--- src/rtl/ttig_pkg.sv ---
// Package: constants for the trace identifier generator and checker
package ttig_pkg;
  localparam int                TTIG_BYTES      = 16;
  localparam int                TTIG_ACCESS_POINT_IDENT_BYTES = 15;
  localparam int                TTIG_IDX_W      = 4;
  localparam int                TTIG_HDR_POS    = 0;
  localparam logic [7:0]        TTIG_HDR_MARK   = 8'h80;
  localparam logic [7:0]        TTIG_ACCESS_POINT_IDENT_MASK  = 8'h7F;
  localparam logic [6:0]        TTIG_CRC_POLY   = 7'h09;
  localparam logic [6:0]        TTIG_CRC_INIT   = 7'h00;
  localparam logic [7:0]        TTIG_BYTE_RST   = 8'h00;
  localparam logic [3:0]        TTIG_IDX_LAST   = 4'hF;
  localparam logic [3:0]        TTIG_IDX_FIRST  = 4'h0;
  localparam logic [2:0]        TTIG_CRC_STEPS  = 3'h7;

  typedef enum logic [1:0] {TTIG_IDLE, TTIG_CALC, TTIG_RUN} ttig_state_type;

  // One CRC-7 step over one bit, first bit taken as highest order
  function automatic logic [6:0] ttig_crc_bit(input logic [6:0] crc, input logic b);
    logic fb;
    fb = crc[6] ^ b;
    ttig_crc_bit = {crc[5:0], 1'b0} ^ (fb ? TTIG_CRC_POLY : TTIG_CRC_INIT);
  endfunction

  // CRC-7 over one byte, bit 1 (MSB) first
  function automatic logic [6:0] ttig_crc_byte(input logic [6:0] crc, input logic [7:0] d);
    logic [6:0] c;
    c = crc;
    for (int k = 7; k >= 0; k--) begin
      c = ttig_crc_bit(c, d[k]);
    end
    ttig_crc_byte = c;
  endfunction
endpackage

--- src/rtl/ttig_skid.sv ---
// Two-entry buffer with valid and ready on both sides
`timescale 1ns/100ps
`default_nettype none
module ttig_skid
  import ttig_pkg::*;
(
  input  wire logic       i_clk,
  input  wire logic       i_arst_n,
  input  wire logic       i_valid,
  output logic            o_ready,
  input  wire logic [7:0] i_data,
  output logic            o_valid,
  input  wire logic       i_ready,
  output logic [7:0]      o_data
);
  logic [7:0] mem_q [2];
  logic       wp_q;
  logic       rp_q;
  logic [1:0] cnt_q;
  wire        push = i_valid && o_ready;
  wire        pop  = o_valid && i_ready;

  assign o_ready = (cnt_q != 2'h2);
  assign o_valid = (cnt_q != 2'h0);
  assign o_data  = mem_q[rp_q];

  // Storage and pointers
  always_ff @(posedge i_clk or negedge i_arst_n) begin
    if (!i_arst_n) begin
      mem_q[0] <= TTIG_BYTE_RST;
      mem_q[1] <= TTIG_BYTE_RST;
      wp_q     <= 1'b0;
      rp_q     <= 1'b0;
      cnt_q    <= 2'h0;
    end else begin
      if (push) begin
        mem_q[wp_q] <= i_data;
        wp_q        <= ~wp_q;
      end
      if (pop) begin
        rp_q <= ~rp_q;
      end
      cnt_q <= cnt_q + {1'b0, push} - {1'b0, pop};
    end
  end
endmodule
`default_nettype wire

--- src/rtl/ttig_cmp.sv ---
// Sink comparator: accepted trace against expected trace
`timescale 1ns/100ps
`default_nettype none
module ttig_cmp
  import ttig_pkg::*;
(
  input  wire logic                     i_clk,
  input  wire logic                     i_arst_n,
  input  wire logic [TTIG_BYTES*8-1:0]  i_accepted,
  input  wire logic [TTIG_BYTES*8-1:0]  i_expected,
  input  wire logic                     i_legacy,
  output logic                          o_mismatch
);
  logic [TTIG_BYTES-1:0] diff;
  logic                  same_byte;

  // Per-byte differences
  genvar g;
  generate
    for (g = 0; g < TTIG_BYTES; g++) begin : g_cmp
      assign diff[g] = i_accepted[g*8 +: 8] != i_expected[g*8 +: 8];
    end
  endgenerate

  // Legacy: a repeated single byte is what a peer without identifier sends
  assign same_byte = (i_accepted == {TTIG_BYTES{i_accepted[7:0]}});

  // Mismatch flag, registered
  always_ff @(posedge i_clk or negedge i_arst_n) begin
    if (!i_arst_n) begin
      o_mismatch <= 1'b0;
    end else begin
      o_mismatch <= i_legacy ? !same_byte : |diff;
    end
  end
endmodule
`default_nettype wire

--- src/rtl/ttig_top.sv ---
// Trace identifier generator and checker, top level
//
// Behaviour
// - Source sends the trace identifier bytes without pause, identifier plus header.
// - Trace is sixteen bytes: one header byte, fifteen identifier bytes.
// - Header MSB is one, low seven bits hold the CRC-7.
// - Every identifier byte has its MSB forced to zero.
// - CRC-7 is remainder of string times x^7 over x^7+x^3+1.
// - Bit one of byte zero is the highest-order coefficient.
// - Check bit one is remainder MSB, check bit seven its LSB.
// - CRC computed once after each load and stored, not per send.
// - Sink compares accepted trace with expected trace.
// - Management writes transmitted and expected, reads accepted sixteen bytes.
// - Mismatch result flags misconnection and gates delivery of traffic.
// - Legacy mode: no expected trace, received trace is one repeated byte.
`timescale 1ns/100ps
`default_nettype none
module ttig_top
  import ttig_pkg::*;
(
  input  wire logic                    I_CLK,
  input  wire logic                    I_ARST_N,
  input  wire logic                    I_TX_WR,
  input  wire logic [3:0]              I_TX_ADDR,
  input  wire logic [7:0]              I_TX_DATA,
  input  wire logic                    I_EXP_WR,
  input  wire logic [3:0]              I_EXP_ADDR,
  input  wire logic [7:0]              I_EXP_DATA,
  input  wire logic                    I_LEGACY,
  input  wire logic                    I_RX_VALID,
  input  wire logic                    I_RX_START,
  input  wire logic [7:0]              I_RX_DATA,
  input  wire logic                    I_RD_ADDR_VALID,
  input  wire logic [3:0]              I_RD_ADDR,
  input  wire logic                    I_OUT_READY,
  output logic                         O_OUT_VALID,
  output logic [7:0]                   O_OUT_DATA,
  output logic                         O_OUT_START,
  output logic [7:0]                   O_RD_DATA,
  output logic                         O_MISMATCH,
  output logic                         O_DELIVER_EN
);
  logic [7:0]            tx_q  [TTIG_BYTES];
  logic [7:0]            exp_q [TTIG_BYTES];
  logic [7:0]            acc_q [TTIG_BYTES];
  logic [6:0]            crc_q;
  logic [3:0]            calc_idx_q;
  logic [3:0]            send_idx_q;
  logic [3:0]            rx_idx_q;
  logic                  rx_any_q;
  ttig_state_type        state_q;
  logic [7:0]            send_byte;
  logic                  buf_ready;
  logic                  buf_valid;
  logic [7:0]            buf_data;
  logic                  out_valid_q;
  logic [7:0]            out_data_q;
  logic                  out_start_q;
  logic [7:0]            rd_data_q;
  logic                  mismatch;
  logic                  deliver_q;
  logic [TTIG_BYTES*8-1:0] acc_flat;
  logic [TTIG_BYTES*8-1:0] exp_flat;
  logic [7:0]            calc_byte;
  logic                  out_take;

  // Flatten arrays for the comparator
  genvar g;
  generate
    for (g = 0; g < TTIG_BYTES; g++) begin : g_flat
      assign acc_flat[g*8 +: 8] = acc_q[g];
      assign exp_flat[g*8 +: 8] = exp_q[g];
    end
  endgenerate

  // Byte fed to the CRC: header byte carries zeroed check bits
  assign calc_byte = (calc_idx_q == TTIG_IDX_FIRST) ? TTIG_HDR_MARK
                   : (tx_q[calc_idx_q] & TTIG_ACCESS_POINT_IDENT_MASK);

  // Byte to transmit at the current position
  assign send_byte = (send_idx_q == TTIG_IDX_FIRST) ? (TTIG_HDR_MARK | {1'b0, crc_q})
                   : (tx_q[send_idx_q] & TTIG_ACCESS_POINT_IDENT_MASK);

  assign out_take = !out_valid_q || I_OUT_READY;

  // Management writes of transmitted and expected strings
  always_ff @(posedge I_CLK or negedge I_ARST_N) begin
    if (!I_ARST_N) begin
      for (int i = 0; i < TTIG_BYTES; i++) begin
        tx_q[i]  <= TTIG_BYTE_RST;
        exp_q[i] <= TTIG_BYTE_RST;
      end
    end else begin
      if (I_TX_WR) begin
        tx_q[I_TX_ADDR] <= I_TX_DATA;
      end
      if (I_EXP_WR) begin
        exp_q[I_EXP_ADDR] <= I_EXP_DATA;
      end
    end
  end

  // CRC precompute after each load, then continuous send
  always_ff @(posedge I_CLK or negedge I_ARST_N) begin
    if (!I_ARST_N) begin
      state_q    <= TTIG_IDLE;
      crc_q      <= TTIG_CRC_INIT;
      calc_idx_q <= TTIG_IDX_FIRST;
      send_idx_q <= TTIG_IDX_FIRST;
    end else begin
      case (state_q)
        TTIG_IDLE: begin
          crc_q      <= TTIG_CRC_INIT;
          calc_idx_q <= TTIG_IDX_FIRST;
          state_q    <= TTIG_CALC;
        end
        TTIG_CALC: begin
          crc_q      <= ttig_crc_byte(crc_q, calc_byte);
          calc_idx_q <= calc_idx_q + 4'h1;
          if (calc_idx_q == TTIG_IDX_LAST) begin
            state_q <= TTIG_RUN;
          end
        end
        TTIG_RUN: begin
          if (buf_ready) begin
            send_idx_q <= send_idx_q + 4'h1;
          end
        end
        default: begin
          state_q <= TTIG_IDLE;
        end
      endcase
      if (I_TX_WR) begin
        state_q <= TTIG_IDLE;
      end
    end
  end

  // Two-entry buffer on the outgoing byte stream
  ttig_skid u_skid (
    .i_clk    (I_CLK),
    .i_arst_n (I_ARST_N),
    .i_valid  (state_q == TTIG_RUN),
    .o_ready  (buf_ready),
    .i_data   (send_byte),
    .o_valid  (buf_valid),
    .i_ready  (out_take),
    .o_data   (buf_data)
  );

  // Registered output stage; start marks the header byte
  always_ff @(posedge I_CLK or negedge I_ARST_N) begin
    if (!I_ARST_N) begin
      out_valid_q <= 1'b0;
      out_data_q  <= TTIG_BYTE_RST;
      out_start_q <= 1'b0;
    end else if (out_take) begin
      out_valid_q <= buf_valid;
      out_data_q  <= buf_data;
      out_start_q <= buf_valid && buf_data[7];
    end
  end

  // Capture the received string into the accepted trace
  always_ff @(posedge I_CLK or negedge I_ARST_N) begin
    if (!I_ARST_N) begin
      rx_idx_q <= TTIG_IDX_FIRST;
      rx_any_q <= 1'b0;
      for (int i = 0; i < TTIG_BYTES; i++) begin
        acc_q[i] <= TTIG_BYTE_RST;
      end
    end else if (I_RX_VALID) begin
      if (I_RX_START || I_LEGACY) begin
        acc_q[I_LEGACY ? rx_idx_q : TTIG_IDX_FIRST] <= I_RX_DATA;
        rx_idx_q <= I_LEGACY ? rx_idx_q + 4'h1 : 4'h1;
      end else begin
        acc_q[rx_idx_q] <= I_RX_DATA;
        rx_idx_q        <= rx_idx_q + 4'h1;
      end
      rx_any_q <= 1'b1;
    end
  end

  // Sink comparison
  ttig_cmp u_cmp (
    .i_clk      (I_CLK),
    .i_arst_n   (I_ARST_N),
    .i_accepted (acc_flat),
    .i_expected (exp_flat),
    .i_legacy   (I_LEGACY),
    .o_mismatch (mismatch)
  );

  // Read port for the accepted trace and delivery gate
  always_ff @(posedge I_CLK or negedge I_ARST_N) begin
    if (!I_ARST_N) begin
      rd_data_q <= TTIG_BYTE_RST;
      deliver_q <= 1'b0;
    end else begin
      if (I_RD_ADDR_VALID) begin
        rd_data_q <= acc_q[I_RD_ADDR];
      end
      deliver_q <= rx_any_q && !mismatch;
    end
  end

  assign O_OUT_VALID  = out_valid_q;
  assign O_OUT_DATA   = out_data_q;
  assign O_OUT_START  = out_start_q;
  assign O_RD_DATA    = rd_data_q;
  assign O_MISMATCH   = mismatch;
  assign O_DELIVER_EN = deliver_q;

  // Header byte always has MSB set and carries the stored CRC
  hdr_mark_a: assert property (@(posedge I_CLK) disable iff (!I_ARST_N)
    (state_q == TTIG_RUN && send_idx_q == TTIG_IDX_FIRST)
      |-> (send_byte == {1'b1, crc_q}))
    else $error("header byte wrong");

  // Identifier bytes never carry MSB
  access_point_ident_msb_a: assert property (@(posedge I_CLK) disable iff (!I_ARST_N)
    (O_OUT_VALID && !O_OUT_START) |-> !O_OUT_DATA[7])
    else $error("identifier byte MSB set");

  // Sending position advances on accept
  send_adv_a: assert property (@(posedge I_CLK) disable iff (!I_ARST_N)
    (state_q == TTIG_RUN && buf_ready && !I_TX_WR) |=> (send_idx_q == $past(send_idx_q) + 4'h1))
    else $error("send position stalled");

  // CRC phase is still running on its eighth cycle
  crc_len_a: assert property (@(posedge I_CLK) disable iff (!I_ARST_N)
    ($rose(state_q == TTIG_CALC) && !I_TX_WR)[*1] ##0 (!I_TX_WR)[*8]
      |-> (state_q == TTIG_CALC))
    else $error("crc phase ended early");

  // Mismatch follows a differing expected string
  mism_set_a: assert property (@(posedge I_CLK) disable iff (!I_ARST_N)
    (!I_LEGACY && acc_flat != exp_flat) |=> $past(I_LEGACY) || O_MISMATCH)
    else $error("mismatch not raised");

  // Mismatch clears on equality
  mism_clr_a: assert property (@(posedge I_CLK) disable iff (!I_ARST_N)
    (!I_LEGACY && acc_flat == exp_flat) |=> !O_MISMATCH)
    else $error("mismatch not cleared");

  // Delivery is blocked while mismatched
  gate_a: assert property (@(posedge I_CLK) disable iff (!I_ARST_N)
    O_MISMATCH |=> !O_DELIVER_EN)
    else $error("delivery not gated");

  // Read returns the accepted byte one cycle later
  rd_port_a: assert property (@(posedge I_CLK) disable iff (!I_ARST_N)
    (I_RD_ADDR_VALID && !I_RX_VALID) |=> (O_RD_DATA == acc_q[$past(I_RD_ADDR)]))
    else $error("read data wrong");

  // Start marker only on a header byte
  start_hdr_a: assert property (@(posedge I_CLK) disable iff (!I_ARST_N)
    O_OUT_START |-> (O_OUT_VALID && O_OUT_DATA[7]))
    else $error("start without header");

  // Every valid byte with its MSB set is flagged as start
  hdr_start_a: assert property (@(posedge I_CLK) disable iff (!I_ARST_N)
    (O_OUT_VALID && O_OUT_DATA[7]) |-> O_OUT_START)
    else $error("header without start");

  // Check phase opens at byte zero with a cleared remainder
  crc_open_a: assert property (@(posedge I_CLK) disable iff (!I_ARST_N)
    $rose(state_q == TTIG_CALC)
      |-> (calc_idx_q == TTIG_IDX_FIRST && crc_q == TTIG_CRC_INIT))
    else $error("crc phase start wrong");

  // Check phase ends after its sixteenth byte
  crc_end_a: assert property (@(posedge I_CLK) disable iff (!I_ARST_N)
    (state_q == TTIG_CALC && calc_idx_q == TTIG_IDX_LAST && !I_TX_WR)
      |=> (state_q == TTIG_RUN))
    else $error("crc phase did not end");

  // A write to the transmitted string restarts the check phase
  tx_restart_a: assert property (@(posedge I_CLK) disable iff (!I_ARST_N)
    I_TX_WR |=> (state_q == TTIG_IDLE))
    else $error("load did not restart");

  // Once running, the stream keeps a byte on offer
  stream_on_a: assert property (@(posedge I_CLK) disable iff (!I_ARST_N)
    (state_q == TTIG_RUN)[*3] |-> O_OUT_VALID)
    else $error("stream interrupted");

  // A stalled byte stands until the receiver takes it
  out_hold_a: assert property (@(posedge I_CLK) disable iff (!I_ARST_N)
    (O_OUT_VALID && !I_OUT_READY)
      |=> (O_OUT_VALID && $stable(O_OUT_DATA) && $stable(O_OUT_START)))
    else $error("stalled byte changed");

  // Start byte of a received trace lands at byte zero
  rx_start_a: assert property (@(posedge I_CLK) disable iff (!I_ARST_N)
    (I_RX_VALID && I_RX_START && !I_LEGACY)
      |=> (acc_q[TTIG_HDR_POS] == $past(I_RX_DATA) && rx_idx_q == 4'h1))
    else $error("received start misplaced");

  // Legacy bytes fill the accepted trace round robin
  rx_legacy_a: assert property (@(posedge I_CLK) disable iff (!I_ARST_N)
    (I_RX_VALID && I_LEGACY) |=> (rx_idx_q == $past(rx_idx_q) + 4'h1))
    else $error("legacy index stalled");

  // Delivery opens once a trace has arrived and matches
  deliver_on_a: assert property (@(posedge I_CLK) disable iff (!I_ARST_N)
    (rx_any_q && !O_MISMATCH) |=> O_DELIVER_EN)
    else $error("delivery not opened");
endmodule
`default_nettype wire

--- config.mk ---
export PLATFORM = sky130hd
export DESIGN_NAME = ttig_top
export DESIGN_NICKNAME = d
export VERILOG_FILES = /design/src/rtl/ttig_pkg.sv /design/src/rtl/ttig_skid.sv /design/src/rtl/ttig_cmp.sv /design/src/rtl/ttig_top.sv
export SDC_FILE = /design/constraint.sdc
export NUM_CORES = 1
export LEC_CHECK = 0
export BUFFER_PORTS_ARGS = -buffer_cell sky130_fd_sc_hd__buf_2
export CORE_MARGIN = 2
export CORE_UTILIZATION = 45
export CTS_CLUSTER_SIZE = 12
export DETAILED_ROUTE_END_ITERATION = 8
export HOLD_SLACK_MARGIN = 0.08
export PLACE_DENSITY = 0.59
export SLEW_MARGIN = 10
export SYNTH_ARGS = -nofsm -noshare
export SYNTH_HDL_FRONTEND = slang
export SYNTH_HIERARCHICAL = 1
export SYNTH_SLANG_ARGS = --single-unit
--- constraint.sdc ---
create_clock -name I_CLK -period 5.94 [get_ports I_CLK]
set_clock_uncertainty 0.05 [all_clocks]
set_input_delay 0.594 -clock I_CLK [delete_from_list [all_inputs] [get_ports I_CLK]]
set_output_delay 0.594 -clock I_CLK [all_outputs]
set_load 0.05 [all_outputs]
==> results of run 1 <==
==> cell usage after synthesis, drive strengths merged (27+ instances only) <==
library cell	count
o21ai	27
nor2	41
mux2i	38
nand2	82
mux2	413
nor2b	39
nand3	27
nand4	33
dfrtp	430
inv	59
nor4	29
nand2b	29
xor2	55
clkbuf	66
mux4	79
xnor2	39
==> power by group through the flow <==
stage | clock, mW | combinational, mW | sequential (mW)
floorplan | 0 | 2.24 | 4.49
global placement | 0 | 2.81 | 5.06
detailed placement | 0 | 2.85 | 5.10
CTS | 3.08 | 2.87 | 5.05
global route | 3.21 | 3.12 | 5.16
finish | 3.03 | 2.89 | 5.08
==> layout make-up <==
cell class,instances,share of cell area
Inverter,60,0.009108
Clock inverter,15,0.007439
Timing Repair Buffer,75,0.01791
Sequential cell,430,0.4353
Multi-Input combinational cell,1129,0.4397
Tap cell,664,0.03360
Clock buffer,68,0.05693
==> state kept, by name, summed over array words and instances (netlist names), 2 cells and up <==
| name | count |
|---|---|
| state_q | 2 |
| acc_flat | 128 |
| O_OUT_DATA | 8 |
| calc_idx_q | 4 |
| send_idx_q | 4 |
| u_skid/cnt_q | 2 |
| crc_q | 7 |
| rx_idx_q | 4 |
| exp_flat | 128 |
| tx_q | 112 |
| u_skid/mem_q | 16 |
| O_RD_DATA | 8 |
==> cells in the final DEF, fill, tap and decap left out, types with 33 or more instances in the layout <==
cell / count
sky130_fd_sc_hd__buf_2: 62
sky130_fd_sc_hd__clkbuf_16: 49
sky130_fd_sc_hd__dfrtp_1: 428
sky130_fd_sc_hd__inv_1: 59
sky130_fd_sc_hd__mux2_2: 396
sky130_fd_sc_hd__mux2i_1: 38
sky130_fd_sc_hd__mux4_2: 73
sky130_fd_sc_hd__nand2_1: 82
sky130_fd_sc_hd__nand4_1: 33
sky130_fd_sc_hd__nor2_1: 41
sky130_fd_sc_hd__nor2b_1: 37
sky130_fd_sc_hd__xnor2_1: 38
sky130_fd_sc_hd__xor2_1: 55
==> worst max-delay path: stages (launching register included) <==
cell,delay (ns)
sky130_fd_sc_hd__dfrtp_2,0.83
sky130_fd_sc_hd__buf_4,0.46
sky130_fd_sc_hd__mux2i_1,0.13
sky130_fd_sc_hd__a22o_1,0.24
sky130_fd_sc_hd__a21oi_1,0.24
sky130_fd_sc_hd__a22oi_1,0.15
sky130_fd_sc_hd__xnor2_1,0.37
sky130_fd_sc_hd__xnor3_1,0.46
sky130_fd_sc_hd__o21ai_0,0.15
==> per-layer routing <==
layer  wire length (um)  GRT usage  up-vias
met5                  0          0        -
met4               3618     0.1326        0
met3               3470    0.03862      172
met2              33590     0.4593      510
met1              26500     0.3353     7654
li1                   -          -     6397
==> cells by family after synthesis <==
family	Yosys count
multiplexers	530
XOR/XNOR	97
flip-flops	430
buffers and inverters	150
AND/OR/NAND/NOR	345
AO/OA/AOI/OAI	147
adder cells (fa/ha/maj)	10
==> metrics by stage <==
step	hold WS (ns)	worst slack [ns]	area [um^2]	utilization
global route	0.2645	2.516	24730	0.5051
CTS	0.2508	2.703	24730	0.5051
floorplan	0.2484	3.166	22280	-
detailed placement	0.3601	2.715	23120	0.4724
finish	0.2777	2.742	24730	0.5051
global placement	0.3555	2.739	23120	0.4724
==> final timing paths <==
| check | startpoint | end | slack (ns) | depth (start not counted) |
|---|---|---|---|---|
| min | I_TX_WR | state_q[0] | 0.28 | 2 |
| min reg2reg | u_cmp/o_mismatch | O_DELIVER_EN | 0.36 | 1 |
| max reg2reg | calc_idx_q[0] | crc_q[4] | 2.74 | 8 |
| min in group asynchronous | I_ARST_N | exp_flat[94] | 0.62 | 2 |
| max | calc_idx_q[0] | crc_q[4] | 2.74 | 8 |
| max in group asynchronous | I_ARST_N | tx_q[120] | 3.74 | 3 |
==> reports/results.md, run 1 <==
• 0.4830 — area share of the leading cell type in the synthesized netlist
• sky130_fd_sc_hd__clkbuf_16 — CTS Root Cell
• 0.263 — combinational cell fraction of total power
• 0.4830 — sequential fraction of the synthesis area
• 0 — number of instances resized during post-cts repair
• 6.036 — via density per instance
• done — TritonCTS clock tree
• 0 — antenna-violating nets left
• 81 — Rows
• 3 — CTS Buffer Depth
• 444.7 mW/mm^2 — Cell Pwr Density
• 63 — number of I/O port buffers
• in -> reg — worst min-delay path category
• 430 — clock net sink count
• 1230 — count of routing violations after the opening detailed-route iteration
• 0 — antenna diode instance count
• 1764 — net count after synthesis
• sky130_fd_sc_hd__dfrtp_1, sky130_fd_sc_hd__mux2_2, sky130_fd_sc_hd__mux4_2 — top cells by area, synth
• 0.0002744 V — VDD IR max
• 134 — maximum number of pins on one net before global-route repair
• 3.64 ns — data arrival time of the critical path
• 0 — number of synthesized flops with an enable pin
• 6 — Synthesis Warnings
• 3.831 mW — net switching power
• sky130_fd_sc_hd__dfrtp_1 — Post-synth top flop
• 65 — Top-Level Pins
• flip-flop — capturing element type of the critical path
• 15.10k — number of global-route vias before repair
• reg -> reg — type of the worst setup path
• 0.4552 — initial standard-cell utilization of the core
• 14.73k — vias
• 2 — maximum level of the CTS H-tree
• 13.04 um^2 — syn_area_per_cell
• sky130_fd_sc_hd__dfrtp_1 — library cell occupying the most area in the post-synthesis netlist
• multiplexers — dominant combinational cell family by area after synthesis
• 11.00 mW — post-layout total power
• 0 ns — setup tns final
• 0.58 ns — latest clock arrival within the worst-skew pair
• complete, no violations — status
• 0.04895 mm^2 — Core Area
• 25 — CP Max Fanout
• 0 — Residual DRC
• 0.05131 mm^2 — floorplan die area
• 0 — Max-cap violations
• 7.164 mW — Int Power
• 2441 — non-filler instance count after layout
• 0.01076 mm^2 — register area
• 6 — number of iterations in the first detailed-routing pass
• 0.3680 — proportion of layout cells with a drive suffix above 1
• 0.06 ns — clock input transition at the sequential cells of the worst setup and hold paths
• 0.04818 — post-synthesis compound-gate area fraction
• 0 — Final Max Slew Viols
• 0 — post-CTS setup buffer count
• 0.02228 mm^2 — Mapped Area
• 100500 um — first-pass GRT wire length
• 6.38 ns — data required time at the worst endpoint
• 0.462 — sequential cell fraction of total power
• 48 — Num CTS Buffers
• 67180 um — WL final
• 1709 — Synth Instances
• 4312 — Fillers
• 2357 — Placed Instances
• 47520 um — final HPWL from detailed placement
• 3.198 ns — Period minus WS final
• 0.9887 — final weighted congestion of routability-driven global placement
• flip-flop — nature of the critical path startpoint
• 0.3127 GHz — f_max
• 0.04032 — XOR/XNOR share of the synthesized area
• 0.08435 — area share of and/or/nand/nor cells after synthesis
• 0.01087 mm^2 — total area of multi-input combinational cells
• 0.3484 — net switching share of the total power
• 0 — GRT overflow
• 0.3095 — share of cell area taken by muxes after synthesis
• 0.2060 — headroom to the max-slew limit
• 0.275 — power share of the clock group
• 0.005616 — fraction of the mapped netlist area in adder cells
• 27.52 um — routed length per instance
• 10.98% — Syn-to-layout area delta
• 67 — distinct cell type count after synthesis
• 0 — Hold Vio Cnt, Final
• 0.2690 — combined global-route utilization of all metal layers
• 1 — cts hold-fix bufs
• 226.5 um — Die Ht
• false — RSZ-0062 raised after global routing
• 1799 — Final nets
• 1.000 — fraction of synthesis flops using an asynchronous set or reset pin
• 10.61 nW — reported leakage power
• 430 — flip-flop and latch count after synthesis
• 0 — antenna violations before repair
• 0 — endpoints failing setup
• 226.5 um — die boundary width
• 1.187 ns — transition at the pin with the smallest max-transition slack
• 0.5384 — share of the clock period used by the worst path after layout
(Power assumes the default switching activity.)
==> run 2: changes to the inputs <==
Settings changed: PLACE_DENSITY 0.59 to 0.61.
Clock period 5.94 ns to 2.9 ns, I/O delays scaled along.
==> reports/results.md, run 2 (synthesis gave the netlist of run 1 again) <==
• complete, no violations — status
• 0 — Final Max Slew Viols, unchanged
• sky130_fd_sc_hd__dfrtp_1, sky130_fd_sc_hd__mux2_2, sky130_fd_sc_hd__nand2_1, sky130_fd_sc_hd__mux4_2, sky130_fd_sc_hd__buf_2 — commonest cells after routing, fill and taps aside
• sky130_fd_sc_hd__dfrtp_2 — CP max stage cell
• 14.99k — vias, +1.7%
• calc_idx_q[0] — first element of the critical path
• 1277 — count of routing violations after the opening detailed-route iteration, +3.8%
• 0.0004887 V — VDD IR max, +78%
• 0.2711 — combined global-route utilization of all metal layers, +0.002063
• 0 — antenna-violating nets left, unchanged
• done — TritonCTS clock tree
• 0 — antenna violations before repair, unchanged
• 10.80 nW — reported leakage power, +1.8%
• 2.596 ns — Period minus WS final, -0.6016 ns
• 0.06 ns — clock input transition at the sequential cells of the worst setup and hold paths, about the same
• sky130_fd_sc_hd__clkbuf_16 — CTS Root Cell
• 49260 um — final HPWL from detailed placement, +3.7%
• 0 — antenna diode instance count, unchanged
• 0.04895 mm^2 — Core Area, unchanged
• 430 — clock net sink count, unchanged
• 65 — Top-Level Pins, unchanged
• 226.5 um — Die Ht, unchanged
• false — RSZ-0062 raised after global routing
• 2 — maximum level of the CTS H-tree, unchanged
• 1 — number of buffers and inverters on the critical path, unchanged
• 67920 um — WL final, +1.1%
• 0 — number of instances resized during post-cts repair, unchanged
• 0 — GRT overflow, unchanged
• 12.36% — Syn-to-layout area delta
• 0.8953 — share of the clock period used by the worst path after layout, +0.3569
• in -> reg — worst min-delay path category
• 89 — maximum number of pins on one net before global-route repair, -34%
• O_RD_DATA[6] — capture endpoint of the worst hold path
• 0 — Residual DRC, unchanged
• 27.34 um — routed length per instance, -0.66%
• 48 — Num CTS Buffers, unchanged
• 2 — number of cells on the worst hold path, unchanged
• 0.30 ns — Reg2Reg Setup Slack, -2.44 ns
• 101100 um — first-pass GRT wire length, +0.57%
• 0 — endpoints failing setup, unchanged
• 0.1119 ns — worst hold margin, -0.1658 ns
• 0.9913 ns — transition at the pin with the smallest max-transition slack, -0.1953 ns
• 6.033 — via density per instance, about the same
• 0.9726 — final weighted congestion of routability-driven global placement, -1.6%
• sky130_fd_sc_hd__dfrtp_1 — leading cell type in the layout, fill and taps excluded
• calc_idx_q[0] — Reg-to-Reg Start
• 19 — CP Max Fanout, -24%
• 0.59 ns — latest clock arrival within the worst-skew pair, about the same
• 0.3852 GHz — f_max, +23%
• 900.2 mW/mm^2 — Cell Pwr Density, +100%
• 3.35 ns — data required time at the worst endpoint, -3.03 ns
• compound AO/OA/AOI/OAI gates — crit-path leading delay family
• 5 — number of iterations in the first detailed-routing pass, -1
• 4296 — Fillers, -0.37%
• 0.3786 — proportion of layout cells with a drive suffix above 1, +0.01054
• 3 — CTS Buffer Depth, unchanged
• 0 — post-CTS setup buffer count, unchanged
• buf_4 -> mux2i_1 -> a22o_1 -> a21oi_1 -> a22oi_1 -> xnor2_1 -> xnor3_1 -> o21ai_0 — cells along the critical path
• crc_q[4] — capturing point of the worst reg2reg path
• 0.4552 — initial standard-cell utilization of the core, unchanged
• 3.04 ns — data arrival time of the critical path, -0.60 ns
• 15.16k — number of global-route vias before repair, +0.35%
• 63 — number of I/O port buffers, unchanged
• 8 — Worst R2R Path Depth, unchanged
• flip-flop — capturing element type of the critical path
• 0 ns — setup tns final, unchanged
• 0.05131 mm^2 — floorplan die area, unchanged
• flip-flop — nature of the critical path startpoint
• I_RD_ADDR_VALID — startpoint of the lowest-slack hold path
• 0 — Max-cap violations, unchanged
• 3 — cts hold-fix bufs, +2
• 226.5 um — die boundary width, unchanged
• 0.52 ns — maximum single-stage delay on the critical path, -0.31 ns
• 81 — Rows, unchanged
• 0 — Hold Vio Cnt, Final, unchanged
• reg -> reg — type of the worst setup path
• 1844 — Final nets, +2.5%
• 0.3367 — headroom to the max-slew limit, +0.1307
-- run 2: worst max-delay path by stage --
stage	end	cells after the start
5_1_grt	crc_q[5]	8
3_5_place_dp	crc_q[4]	8
6_report	crc_q[4]	8
2_1_floorplan	u_skid/mem_q[10]	10
4_1_cts	crc_q[3]	6
3_3_place_gp	crc_q[3]	6
-- run 2: stage by stage --
stage                     instance area, um^2  worst slack (ns)  cells    util  total power, mW
after floorplan                         22280            0.1259   1709       -            13.78
after global placement                  23510            0.3063   2400  0.4803            16.39
after detailed placement                23510            0.3101   2400  0.4803            16.57
after CTS                               25030            0.2946   2484  0.5114            22.52
after global routing                    25030           0.08944   2484  0.5114            23.47
final                                   25030            0.3037   2484  0.5114            22.54
-- run 2: metal layers --
layer | GRT usage | up-vias | part of all wire
li1 | - | 6490 | -
met1 | 0.3343 | 7753 | 0.40
met2 | 0.4578 | 549 | 0.49
met3 | 0.03758 | 195 | 0.049
met4 | 0.1551 | 0 | 0.061
met5 | 0 | - | 0
-- run 2: where the power goes --
group          switching (mW)  internal, mW
combinational            2.92          3.46
clock                    2.45          3.46
sequential               2.58          7.68
-- run 2: area by class of cell --
cell class              instances  area [um^2]  share of cell area
clock buffers                  71         1389             0.05548
clock inverters                10        105.1            0.004198
repair buffers                120        848.3             0.03389
multi-input cells            1129        10870              0.4343
well taps                     664        830.8             0.03319
inverters                      60        225.2            0.008996
flip-flops and latches        430        10760              0.4299
